===== src/hdl/sdw_pkg.sv =====
// constants and types shared by the write and refresh logic
// assumes one 100 MHz system clock and an AHB-Lite master for the registers
package sdw_pkg;

    // ---------------------------------------------------------------
    // widths
    // ---------------------------------------------------------------
    localparam int DQ_W   = 16;
    localparam int LANES  = 2;
    localparam int COL_W  = 4;
    localparam int ADDR_W = 13;
    localparam int PIN_W  = 40;

    // ---------------------------------------------------------------
    // register byte offsets, fields and reset values
    // ---------------------------------------------------------------
    localparam logic [7:0] OFS_MODE    = 8'h00;
    localparam logic [7:0] OFS_STATUS  = 8'h04;
    localparam logic [7:0] OFS_REFRESH = 8'h08;
    localparam logic [7:0] OFS_WRITES  = 8'h0c;
    localparam logic [7:0] OFS_PEEK    = 8'h10;
    localparam int MODE_BURST_LSB = 0;
    localparam int MODE_AL_LSB    = 4;
    localparam int MODE_CWL_LSB   = 8;
    localparam logic [1:0] MODE_BURST_RST = 2'h1;
    localparam logic [3:0] MODE_AL_RST    = 4'h0;
    localparam logic [3:0] MODE_CWL_RST   = 4'h5;

    // ---------------------------------------------------------------
    // burst selection and timing counts
    // ---------------------------------------------------------------
    localparam logic [1:0] BURST_FIXED_EIGHT = 2'h0;
    localparam logic [1:0] BURST_ON_THE_FLY  = 2'h1;
    localparam logic [1:0] BURST_FIXED_CHOP  = 2'h2;
    localparam int BURST_SELECT_BIT = 12;
    localparam logic [3:0] BEATS_CHOP  = 4'h4;
    localparam logic [3:0] BEATS_EIGHT = 4'h8;
    localparam logic [3:0] STALL_MAX   = 4'h7;

    // ---------------------------------------------------------------
    // commands as {row strobe, column strobe, write enable}
    // ---------------------------------------------------------------
    typedef logic [2:0] sdw_cmd_t;
    localparam sdw_cmd_t CMD_REFRESH   = 3'h1;
    localparam sdw_cmd_t CMD_PRECHARGE = 3'h2;
    localparam sdw_cmd_t CMD_ACTIVATE  = 3'h3;
    localparam sdw_cmd_t CMD_WRITE     = 3'h4;
    localparam sdw_cmd_t CMD_READ      = 3'h5;

    typedef enum logic [1:0] {
        W_IDLE    = 2'b00,
        W_LATENCY = 2'b01,
        W_BEATS   = 2'b11
    } sdw_wstate_e;

endpackage


===== src/hdl/sdw_pins_if.sv =====
// synchronised link pins passed from the pin sampler to the core
// assumes both ends run on the system clock
`timescale 1ns/1ps
interface sdw_pins_if;
    logic        ck_rise;
    logic        dqs_edge;
    logic        cs_n;
    logic [2:0]  cmd;
    logic [2:0]  ba;
    logic [12:0] addr;
    logic [15:0] dq;
    logic [1:0]  dm;
    modport sync (output ck_rise, dqs_edge, cs_n, cmd, ba, addr, dq, dm);
    modport core (input ck_rise, dqs_edge, cs_n, cmd, ba, addr, dq, dm);
endinterface


===== src/hdl/sdw_pin_sync.sv =====
// three-stage sampler for every link pin plus clock and strobe edge finder
// assumes the link pins toggle far slower than the system clock
`timescale 1ns/1ps
module sdw_pin_sync (
    input  wire logic        clock,   // system clock
    input  wire logic        reset,   // synchronous, active high
    input  wire logic        ck,      // command clock from controller
    input  wire logic        dqs,     // write strobe
    input  wire logic        cs_n,    // chip select
    input  wire logic        ras_n,   // row strobe
    input  wire logic        cas_n,   // column strobe
    input  wire logic        we_n,    // write enable
    input  wire logic [2:0]  ba,      // bank address
    input  wire logic [12:0] addr,    // address
    input  wire logic [15:0] dq,      // write data
    input  wire logic [1:0]  dm,      // byte mask
    sdw_pins_if.sync         pins     // sampled view
);

    typedef struct packed {
        logic [sdw_pkg::PIN_W-1:0] s1;
        logic [sdw_pkg::PIN_W-1:0] s2;
        logic [sdw_pkg::PIN_W-1:0] s3;
        logic [sdw_pkg::PIN_W-1:0] stable;
        logic                      ck_prev;
        logic                      dqs_prev;
    } sdw_sync_s;

    sdw_sync_s r;
    sdw_sync_s next_r;
    logic [sdw_pkg::PIN_W-1:0] agree;

    // ---------------------------------------------------------------
    // sampling
    // ---------------------------------------------------------------
    // a bit only moves once stages two and three agree, so a glitch is dropped
    always_comb
    begin
        next_r        = r;
        next_r.s1     = {ck, dqs, cs_n, ras_n, cas_n, we_n, ba, addr, dq, dm};
        next_r.s2     = r.s1;
        next_r.s3     = r.s2;
        agree         = ~(r.s2 ^ r.s3);
        next_r.stable = (r.s3 & agree) | (r.stable & ~agree);
        next_r.ck_prev  = r.stable[39];
        next_r.dqs_prev = r.stable[38];
    end

    always_ff @(posedge clock)
    begin
        if (reset)
            r <= '0;
        else
            r <= next_r;
    end

    // edges are one-cycle pulses on the settled copies
    assign pins.ck_rise  = r.stable[39] & ~r.ck_prev;
    assign pins.dqs_edge = r.stable[38] ^ r.dqs_prev;
    assign pins.cs_n     = r.stable[37];
    assign pins.cmd      = r.stable[36:34];
    assign pins.ba       = r.stable[33:31];
    assign pins.addr     = r.stable[30:18];
    assign pins.dq       = r.stable[17:2];
    assign pins.dm       = r.stable[1:0];

endmodule


===== src/hdl/sdw_write_refresh.sv =====
// write burst capture and refresh command handling of a dram device
// assumes an AHB-Lite master on the system clock and a controller on the pins
//
// Operation
// - on-the-fly mode, address bit 12 picks chopped four or eight beats
// - eight beats when mode is fixed eight, or on-the-fly with bit 12 high
// - mode code 10 forces chopped four-beat bursts regardless of bit 12
// - data-to-strobe violations corrupt only the addressed burst, never hang
// - strobe shape or clock violations corrupt only the target, never hang
// - write latency equals additive latency plus cas write latency
// - one mask bit per byte lane suppresses that byte, sampled like data
// - mask is ignored outside write bursts, including reads
// - chip select, row and column strobe low, write enable high is refresh
// - internal counter supplies refresh rows; all banks end precharged
//
// Local design decisions: the AHB-Lite register port and the register offsets.
`timescale 1ns/1ps
module sdw_write_refresh (
    input  wire logic        clock,     // system clock, 100 MHz
    input  wire logic        reset,     // synchronous, active high
    input  wire logic        hsel,      // slave select
    input  wire logic [31:0] haddr,     // byte address
    input  wire logic [1:0]  htrans,    // transfer type
    input  wire logic        hwrite,    // write when high
    input  wire logic [2:0]  hsize,     // word only
    input  wire logic [31:0] hwdata,    // write data
    input  wire logic        hready,    // bus ready
    output logic             hreadyout, // always ready
    output logic [31:0]      hrdata,    // read data
    output logic             hresp,     // always okay
    input  wire logic        ck,        // command clock
    input  wire logic        cs_n,      // chip select
    input  wire logic        ras_n,     // row strobe
    input  wire logic        cas_n,     // column strobe
    input  wire logic        we_n,      // write enable
    input  wire logic [2:0]  ba,        // bank address
    input  wire logic [12:0] addr,      // address
    input  wire logic        dqs,       // write strobe
    input  wire logic [15:0] dq,        // write data
    input  wire logic [1:0]  dm         // write byte mask
);

    typedef struct packed {
        logic [1:0]          burst;
        logic [3:0]          al;
        logic [3:0]          cas_write_latency;
        logic [3:0]          peek;
        logic                a_mode;
        logic                a_peek;
        logic [31:0]         hrdata;
        sdw_pkg::sdw_wstate_e wst;
        logic [4:0]          lat;
        logic [3:0]          beat;
        logic [3:0]          stall;
        logic [3:0]          col;
        logic                eight;
        logic                pend_v;
        logic [3:0]          pend_col;
        logic                pend_eight;
        logic [4:0]          pend_lat;
        logic [7:0]          bank_open;
        logic [15:0]         refresh_count;
        logic [12:0]         ref_row;
        logic [15:0]         write_count;
        logic [7:0]          drops;
    } sdw_state_s;

    sdw_state_s   r;
    sdw_state_s   next_r;
    sdw_pins_if   p ();
    logic [1:0]   lane_we;
    logic [3:0]   mem_idx;
    logic [15:0]  peek_data;
    logic         accept;
    logic         finish;
    logic         wr_eight;
    logic [4:0]   wl_sum;
    logic [4:0]   wr_lat;
    logic [3:0]   len;
    logic         cmd_go;
    logic         wcmd;
    logic         refcmd;
    logic         wstart;

    // ---------------------------------------------------------------
    // pin sampling
    // ---------------------------------------------------------------
    sdw_pin_sync u_sync (
        .clock (clock),
        .reset (reset),
        .ck    (ck),
        .dqs   (dqs),
        .cs_n  (cs_n),
        .ras_n (ras_n),
        .cas_n (cas_n),
        .we_n  (we_n),
        .ba    (ba),
        .addr  (addr),
        .dq    (dq),
        .dm    (dm),
        .pins  (p.sync)
    );

    // ---------------------------------------------------------------
    // decode helpers
    // ---------------------------------------------------------------
    assign accept = hsel && htrans[1] && hready;
    assign cmd_go = p.ck_rise && !p.cs_n;
    assign wcmd   = cmd_go && (p.cmd == sdw_pkg::CMD_WRITE);
    assign refcmd = cmd_go && (p.cmd == sdw_pkg::CMD_REFRESH);
    assign wstart = wcmd && (r.wst == sdw_pkg::W_IDLE) && !r.pend_v;
    assign len    = r.eight ? sdw_pkg::BEATS_EIGHT : sdw_pkg::BEATS_CHOP;
    assign wl_sum = {1'b0, r.al} + {1'b0, r.cas_write_latency};
    // arm one clock early: the preamble holds the strobe low until beat zero
    assign wr_lat = (wl_sum == 5'h0) ? 5'h0 : wl_sum - 5'h1;

    // burst length picked from the mode and the sampled select bit
    always_comb
    begin
        unique case (r.burst)
            sdw_pkg::BURST_FIXED_EIGHT: wr_eight = 1'b1;
            sdw_pkg::BURST_ON_THE_FLY:  wr_eight = p.addr[sdw_pkg::BURST_SELECT_BIT];
            sdw_pkg::BURST_FIXED_CHOP:  wr_eight = 1'b0;
            default:                    wr_eight = 1'b1;
        endcase
    end

    // ---------------------------------------------------------------
    // write data storage, one array per byte lane
    // ---------------------------------------------------------------
    // burst order wraps inside its own block, so a broken burst stays local
    always_comb
    begin
        if (r.eight)
            mem_idx = {r.col[3], r.col[2:0] + r.beat[2:0]};
        else
            mem_idx = {r.col[3:2], r.col[1:0] + r.beat[1:0]};
    end

    for (genvar gi = 0; gi < sdw_pkg::LANES; gi++)
    begin : g_lane
        logic [7:0] mem [0:(1 << sdw_pkg::COL_W) - 1];

        // a masked byte keeps its old contents
        always_ff @(posedge clock)
        begin
            if (lane_we[gi])
                mem[mem_idx] <= p.dq[gi*8 +: 8];
        end

        assign peek_data[gi*8 +: 8] = mem[r.peek];
    end

    // ---------------------------------------------------------------
    // next state
    // ---------------------------------------------------------------
    always_comb
    begin
        next_r  = r;
        lane_we = '0;
        finish  = 1'b0;

        // register write data phase
        if (r.a_mode)
        begin
            next_r.burst = hwdata[sdw_pkg::MODE_BURST_LSB +: 2];
            next_r.al    = hwdata[sdw_pkg::MODE_AL_LSB +: 4];
            next_r.cas_write_latency   = hwdata[sdw_pkg::MODE_CWL_LSB +: 4];
        end
        if (r.a_peek)
            next_r.peek = hwdata[3:0];

        // a queued command counts down its latency alongside the active one
        if (p.ck_rise && r.pend_v && (r.pend_lat != 5'h0))
            next_r.pend_lat = r.pend_lat - 5'h1;

        unique case (r.wst)
            sdw_pkg::W_IDLE:
            begin
            end
            sdw_pkg::W_LATENCY:
            begin
                if (r.lat == 5'h0)
                begin
                    next_r.wst   = sdw_pkg::W_BEATS;
                    next_r.beat  = 4'h0;
                    next_r.stall = 4'h0;
                end
                else if (p.ck_rise)
                    next_r.lat = r.lat - 5'h1;
            end
            sdw_pkg::W_BEATS:
            begin
                if (p.dqs_edge)
                begin
                    // every strobe edge carries one beat, mask only here
                    lane_we     = ~p.dm;
                    next_r.beat = r.beat + 4'h1;
                    if (r.beat == len - 4'h1)
                    begin
                        finish             = 1'b1;
                        next_r.write_count = r.write_count + 16'h1;
                    end
                end
                else if (p.ck_rise)
                begin
                    // missing strobe edges end the burst instead of hanging
                    if (r.stall == sdw_pkg::STALL_MAX)
                    begin
                        finish       = 1'b1;
                        next_r.drops = r.drops + 8'h1;
                    end
                    else
                        next_r.stall = r.stall + 4'h1;
                end
            end
            default:
                next_r.wst = sdw_pkg::W_IDLE;
        endcase

        // on completion, start the queued burst if one waits
        if (finish)
        begin
            next_r.wst = sdw_pkg::W_IDLE;
            if (r.pend_v)
            begin
                next_r.wst    = sdw_pkg::W_LATENCY;
                next_r.col    = r.pend_col;
                next_r.eight  = r.pend_eight;
                next_r.lat    = next_r.pend_lat;
                next_r.pend_v = 1'b0;
            end
        end

        // command decode on each rising command clock
        if (cmd_go)
        begin
            unique case (p.cmd)
                sdw_pkg::CMD_WRITE:
                begin
                    // bit 12 is burst control only, never a column bit
                    if (next_r.wst == sdw_pkg::W_IDLE)
                    begin
                        next_r.wst   = sdw_pkg::W_LATENCY;
                        next_r.col   = p.addr[3:0];
                        next_r.eight = wr_eight;
                        next_r.lat   = wr_lat;
                    end
                    else
                    begin
                        next_r.pend_v     = 1'b1;
                        next_r.pend_col   = p.addr[3:0];
                        next_r.pend_eight = wr_eight;
                        next_r.pend_lat   = wr_lat;
                    end
                end
                sdw_pkg::CMD_ACTIVATE:
                    next_r.bank_open[p.ba] = 1'b1;
                sdw_pkg::CMD_PRECHARGE:
                begin
                    if (p.addr[10])
                        next_r.bank_open = 8'h00;
                    else
                        next_r.bank_open[p.ba] = 1'b0;
                end
                sdw_pkg::CMD_REFRESH:
                begin
                    // address pins are ignored, the row comes from the counter
                    next_r.refresh_count = r.refresh_count + 16'h1;
                    next_r.ref_row       = r.ref_row + 13'h1;
                    next_r.bank_open     = 8'h00;
                end
                default:
                begin
                    // reads and others: mask pins are not looked at
                end
            endcase
        end

        // register address phase; mode and peek index reads see this cycle's write already, peek data still comes from the old index
        next_r.a_mode = 1'b0;
        next_r.a_peek = 1'b0;
        if (accept)
        begin
            next_r.a_mode = hwrite && (haddr[7:0] == sdw_pkg::OFS_MODE);
            next_r.a_peek = hwrite && (haddr[7:0] == sdw_pkg::OFS_PEEK);
            if (!hwrite)
            begin
                unique case (haddr[7:0])
                    sdw_pkg::OFS_MODE:
                        next_r.hrdata = (32'(next_r.burst) << sdw_pkg::MODE_BURST_LSB)
                                      | (32'(next_r.al) << sdw_pkg::MODE_AL_LSB)
                                      | (32'(next_r.cas_write_latency) << sdw_pkg::MODE_CWL_LSB);
                    sdw_pkg::OFS_STATUS:
                        next_r.hrdata = {8'h00, r.drops, r.bank_open, 4'h0,
                                         r.eight, r.pend_v, r.wst};
                    sdw_pkg::OFS_REFRESH:
                        next_r.hrdata = {3'h0, r.ref_row, r.refresh_count};
                    sdw_pkg::OFS_WRITES:
                        next_r.hrdata = {16'h0000, r.write_count};
                    sdw_pkg::OFS_PEEK:
                        next_r.hrdata = {12'h000, next_r.peek, peek_data};
                    default:
                        next_r.hrdata = 32'h0000_0000;
                endcase
            end
        end
    end

    // ---------------------------------------------------------------
    // state register
    // ---------------------------------------------------------------
    always_ff @(posedge clock)
    begin
        if (reset)
        begin
            r       <= '0;
            r.burst <= sdw_pkg::MODE_BURST_RST;
            r.al    <= sdw_pkg::MODE_AL_RST;
            r.cas_write_latency   <= sdw_pkg::MODE_CWL_RST;
            r.wst   <= sdw_pkg::W_IDLE;
        end
        else
            r <= next_r;
    end

    // zero wait states keep the slave simple; every answer is okay
    assign hreadyout = 1'b1;
    assign hresp     = 1'b0;
    assign hrdata    = r.hrdata;
endmodule


===== config.mk =====
export PLATFORM = sky130hd
export DESIGN_NAME = sdw_write_refresh
export DESIGN_NICKNAME = d
export VERILOG_FILES = /design/src/hdl/sdw_pkg.sv /design/src/hdl/sdw_pins_if.sv /design/src/hdl/sdw_pin_sync.sv /design/src/hdl/sdw_write_refresh.sv
export SDC_FILE = /design/constraint.sdc
export NUM_CORES = 1
export LEC_CHECK = 0
export ABC_AREA = 1
export BUFFER_PORTS_ARGS = -buffer_cell sky130_fd_sc_hd__buf_2
export CORE_UTILIZATION = 45
export CTS_BUF_LIST = sky130_fd_sc_hd__clkbuf_4 sky130_fd_sc_hd__clkbuf_8
export CTS_CLUSTER_SIZE = 25
export DETAILED_ROUTE_END_ITERATION = 16
export GPL_TIMING_DRIVEN = 0
export HOLD_SLACK_MARGIN = 0.06
export PLACE_DENSITY_LB_ADDON = 0.15
export SYNTH_ARGS = -nofsm -noshare
export SYNTH_HDL_FRONTEND = slang
export SYNTH_SLANG_ARGS = --single-unit

===== constraint.sdc =====
create_clock -name clock -period 4.25 [get_ports clock]
set_input_delay 0.425 -clock clock [delete_from_list [all_inputs] [get_ports clock]]
set_output_delay 0.425 -clock clock [all_outputs]
set_load 0.02 [all_outputs]

; After elaboration in Yosys (flattened, before gate mapping)
; Memories as Yosys holds them, arrays and structs flattened. A register that Yosys moved wholly into a read port is not among the register bits.
; Index checks and enable logic that the tools add are counted.
[classes]
bitwise_logic = 19
n_eq_ne = 19
n_reduce_logical = 27
n_mux = 48
add_sub_neg = 13
magnitude_cmp = 2
[ops]
columns = op, count
row1 = case mux 29 bit (5 select lines), 1
row2 = AND 40 bit, 2
row3 = inverter 40 bit, 2
row4 = two-way mux 53 bit, 1
row5 = bitwise OR 40 bit, 1
row6 = XOR 40 bit, 1
row7 = adder 16 x 1 -> 16 bit (second input constant), 2
row8 = two-way mux 4 bit, 8
row9 = two-way mux 5 bit, 6
row10 = two-way mux 29 bit, 1
row11 = two-way mux 7 bit, 4
row12 = case mux 8 bit (3 select lines), 1
row13 = two-way mux 6 bit, 3
row14 = equality test 8 x 4 -> 1 bit (second input constant), 2
row15 = two-way mux 16 bit, 1
row16 = two-way mux 8 bit, 2
row17 = case mux 8 bit (2 select lines), 1
row18 = subtractor 5 x 1 -> 5 bit (second input constant), 3
row19 = adder 13 x 1 -> 13 bit (second input constant), 1
row20 = bitwise OR 8 x 12 -> 12 bit, 1
row21 = two-way mux 11 bit, 1
row22 = logical NOT 5 bit, 2
row23 = two-way mux 1 bit, 10
row24 = two-way mux 10 bit, 1
row25 = 43 further kinds, 70
[totals]
ramBits = 256
mem_count = 2
in_bits = 114
ff_bits = 302
wordCells = 158
output_inout_bits = 34
[mem_list]
columns = memory, words, width, read_ports, rd_clocked_by_memory_dff, wr, line
row1 = g_lane[0].mem, 16, 8, 1, 1, 1, sdw_write_refresh.sv:142  ; logic [7:0] mem [0:(1 << sdw_pkg::COL_W) - 1];
row2 = g_lane[1].mem, 16, 8, 1, 1, 1, sdw_write_refresh.sv:142

; Logic depth before layout (Yosys ltp)
[depth]
ltp_word = 11
depth_mapped = 13
ltp_nobuf = 13

; By module
; From an unflattened synthesis, not the netlist that was laid out.
[unflattened]
hier_cells = 2602
area_unflattened_um2 = 23178.5
[by_module_without_submodules]
columns = module, n_inst, area_per_inst_um2, seq_area_each_um2, cells_each
row1 = sdw_write_refresh, 1, 18018.5, 10430.0, 2018
row2 = sdw_pin_sync, 1, 5159.9, 3243.1, 584

; Worst setup path before layout
; OpenSTA, ideal clock, no wires.
[synth_timing]
kind = register to register
from = register r[81] (netlist name)
to = memory g_lane[0].mem[12][0] (enable)
path_buffers = 0
required_time_ns = 3.880
path_slack_ns = 1.817
synth_period_minus_slack_ns = 2.433
setup_ns = 0.370
path_stages_with_launch = 11
arrival_time_ns = 2.062
path_cell_list = dfxtp_1 > ha_1 > fa_1 > nand2_1 > nand2_1 > or3_1 > nand2_1 > inv_1 > nor2_1 > nand2_1 > nor2_1
[synth_via]
elab_chain_cells = 2
word_cells_on_any_way = 3
classes_between = add/sub: 2 / mux: 1
[synth_rtl]
columns = element, line
row1 = start: declaration, sdw_write_refresh.sv:68  ; sdw_state_s r;
row2 = start signal: assignment, sdw_write_refresh.sv:324  ; r <= next_r;
row3 = adder 3 bit or adder 2 bit (tied branches), "sdw_write_refresh.sv:135, sdw_write_refresh.sv:137"
row4 = two-way mux 3 bit *, sdw_write_refresh.sv:134  ; if (r.eight)
row5 = end: declaration, sdw_write_refresh.sv:142
; Every way passes the cells marked *; elsewhere a longest branch is shown, timed or not.

; Worst setup path after layout
[layout_timing]
from = register r[73] (netlist name)
to = memory g_lane[0].mem[14][6] (enable)
; Same word-level chain as after synthesis.

==> results.sh <==
export IMPL_fin_crit_ns=3.29
export IMPL_placed_cell_area_um2=24100
export IMPL_dieArea_um2=51500
export IMPL_grt_antenna_before_repair=1
export IMPL_post_drt_wl_per_cell_um=18.6
export IMPL_p_clk_share_pct=46.8
export IMPL_dr_total_vias=18463
export IMPL_crit_family="simple AND/OR/NAND/NOR gates"
export IMPL_finalNetCount=3049
export IMPL_drive_gt1_share_pct=11.8
export IMPL_drtAntennaViolNets=0
export IMPL_coreArea_um2=50100
export IMPL_synthTopCellsByCount="nand2_1 (611), inv_1 (435), nor2_1 (326)"
export IMPL_setup_viol=0
export IMPL_die_w_um=227
export IMPL_synth_top_area_share_pct=33.8
export IMPL_crit_fanout=8
export IMPL_finClkSkew_ns=0.0463
export IMPL_switching_share_pct=21.6
export IMPL_yosysMostFrequentCell="nand2_1"
export IMPL_netlist_instances=2703
export IMPL_synth_edff_count=256
export IMPL_track_usage_pct=26.9
export IMPL_htree_levels=3
export IMPL_first_pass_iters=7
export IMPL_period_share_pct=77.5
export IMPL_place_gp_congestion=0.915
export IMPL_wl_mm=68.0
export IMPL_design_area_um2=26300
export IMPL_routed_via_density=5.04
export IMPL_leakage_uw=0.0112
export IMPL_cts_sink_count=527
export IMPL_worst_setup_path_end_kind="flip-flop"
export IMPL_peakVddDrop_v=0.000194
export IMPL_hold_violations=0
export IMPL_path_class="reg -> reg"
export IMPL_relSlewSlack_pct=17.2
export IMPL_rsz0062_at_grt="false"
export IMPL_hpwl_mm=47.4
export IMPL_yosys_warnings=0
export IMPL_cp_num_buf_inv=1
export IMPL_async_flop_share_pct=0
export IMPL_cts_buffers=88
export IMPL_synth_distinct_cells=49
export IMPL_grt_overflow=0
export IMPL_drv_slew=0
export IMPL_grt_pass1_vias=17591
export IMPL_synth_seq_area_share_pct=57.6
export IMPL_start_util_pct=45.5
export IMPL_ctsResizeCount=0
export IMPL_io_buffer_count=86
export IMPL_drt_iter0_drc=1584
export IMPL_hp_start="hwdata[3]"
export IMPL_crit_chain="ha_1 -> fa_1 -> nand2_1 -> nand2_1 -> or3_1 -> nand2_1 -> inv_1 -> nor2_1 -> nand2_1 -> nor2_1"
export IMPL_hold_ws_ns=0.0989
export IMPL_critPathSlowestCell="nor2_1"
export IMPL_hold_class="in -> reg"
export IMPL_cap_violations=0
export IMPL_p_int_uw=8170
export IMPL_antennaDiodeCount=0
export IMPL_timing_fmax_mhz=304
export IMPL_crit_arrival_ns=3.57
export IMPL_rr_endpoint="g_lane[0].mem[14][6]"
export IMPL_combPwrFrac_pct=2.0
export IMPL_cts_tree="built"
export IMPL_cp_required_ns=4.53
export IMPL_tns_ns=0
export IMPL_grt_pass1_wl_mm=102
export IMPL_synth_area_leaders="edfxtp_1 (34%), dfxtp_1 (24%), nand2_1 (10%)"
export IMPL_placementRows=82
export IMPL_synth_area_um2=22800
export IMPL_worstMarginPinSlew_ns=1.24
export IMPL_ys_flop_type="dfxtp_1"
export IMPL_cts_root_buf="clkbuf_8"
export IMPL_r2r_cells=10
export IMPL_cp_num_cells=10
export IMPL_critPathMaxStageDelay_ns=0.95
export IMPL_die_height_um=227
export IMPL_hold_depth=3
export IMPL_insertion_delay_ns=0.70
export IMPL_status="completed"
export IMPL_io_pins=148
export IMPL_utilization_pct=52.6
export IMPL_r2r_start="r[73]"
export IMPL_remaining_drc_errors=0
export IMPL_grt_max_degree=18
export IMPL_area_growth_pct=15.7
export IMPL_p_per_area_nw_per_um2=396
export IMPL_synth_seq_cells=527
export IMPL_seqPwrFrac_pct=51.2
export IMPL_startpoint_type="flip-flop"
export IMPL_cts_path_max_buffers=3
export IMPL_fillers=4833
export IMPL_hold_end="r[129]"
export IMPL_yosysTopAreaCell="edfxtp_1"
export IMPL_syn_avg_cell_area_um2=8.42
export IMPL_ff2ff_setup_slack_ns=0.96
export IMPL_path_common_cell="nand2_1"
export IMPL_switching_power_uw=2260
export IMPL_path_clk_slew_ns=0.06
routing by layer:
metal	share of wire [%]	global-route usage (%)
met1	42	34.2
met2	48	45.9
met3	6.3	3.99
met4	3.4	10.9
met5	0	0
cell families (layout without fill, tap and decap cells):
group,count (synthesis),in the layout,synth area share [%]
and+or+nand+nor,1304,1304,24.4
adders and majority gates,17,17,1.00
buffers and inverters,576,863,10.4
DFF,527,527,57.6
AOI/OAI and AO/OA,263,263,6.07
other,2,5,0.0330
xor gates and xnor gates,14,14,0.572
metrics by stage:
step / total power (uW) / setup slack [ns] / instances
6_report: 10400 / 0.957 / 3665
5_1_grt: 10700 / 0.892 / 3665
4_1_cts: 10500 / 1.05 / 3665
3_5_place_dp: 5630 / 1.06 / 3464
3_3_place_gp: 5630 / 1.16 / 3464
2_1_floorplan: 5540 / 1.82 / 2706
power by group through the flow:
stage / logic [uW] / registers, uW / clock network (uW)
floorplan: 103 / 5440 / 0
global placement: 183 / 5440 / 0
detailed placement: 186 / 5440 / 0
CTS: 211 / 5340 / 4950
global route: 234 / 5340 / 5170
finish: 211 / 5340 / 4880
final cells by class:
| class | instances | area, um2 | area share, % |
|---|---|---|---|
| plain buffers | 135 | 704 | 2.67 |
| multi-input cells | 1603 | 7310 | 27.7 |
| clock inverters | 21 | 196 | 0.746 |
| clock buffers | 144 | 1740 | 6.60 |
| inverters | 441 | 1660 | 6.28 |
| repair buffers | 122 | 791 | 3.00 |
| well taps | 672 | 841 | 3.19 |
| flip-flops and latches | 527 | 13100 | 49.8 |
cells in the final DEF, fill, tap and decap left out, types with 7 or more instances in the layout:
master and n:
clkbuf_1 62, buf_4 36, nand4_1 11, nor3_1 37
nor2_1 326, o21ai_1 10, xor2_1 11, o21ai_0 106
buf_2 106, nand2_1 611, a21oi_1 122, inv_1 435
dfxtp_1 271, clkinv_2 8, nand3_1 268, edfxtp_1 256
clkbuf_8 105, o21a_1 7, ha_1 15, buf_1 12
clkbuf_4 39, dlygate4sd3_1 36, or2_2 9, nand2_2 8
registers in the layout (all words and copies together) (netlist names), named ones only:
name / flops
g_lane.mem: 256
u_sync.r: 35
u_sync.next_r: 66
r: 108
hrdata: 29
worst max path at each step:
stage	to	slack [ns]	startpoint
5_1_grt	g_lane[0].mem[14][6]	0.89	r[81]
2_1_floorplan	g_lane[0].mem[12][0]	1.82	r[81]
6_report	g_lane[0].mem[14][6]	0.96	r[73]
4_1_cts	g_lane[0].mem[14][0]	1.05	r[73]
3_3_place_gp	g_lane[0].mem[12][4]	1.16	r[73]
3_5_place_dp	g_lane[0].mem[14][3]	1.06	r[73]
timing repair:
| item | 4_1_cts | 5_1_grt |
|---|---|---|
| hold buffers | 36 | 0 |
| endpoints found under the hold margin | 36 | 0 |
| buffers inserted | 0 | 0 |
worst register-to-register path, cell delays in order, from the launching register on:
cell and delay [ns]:
dfxtp_1 0.34, ha_1 0.22, fa_1 0.38, nand2_1 0.08, nand2_1 0.05, or3_1 0.30
nand2_1 0.14, inv_1 0.07, nor2_1 0.25, nand2_1 0.13, nor2_1 0.95
Note: power is estimated with default switching activity, not from simulation.
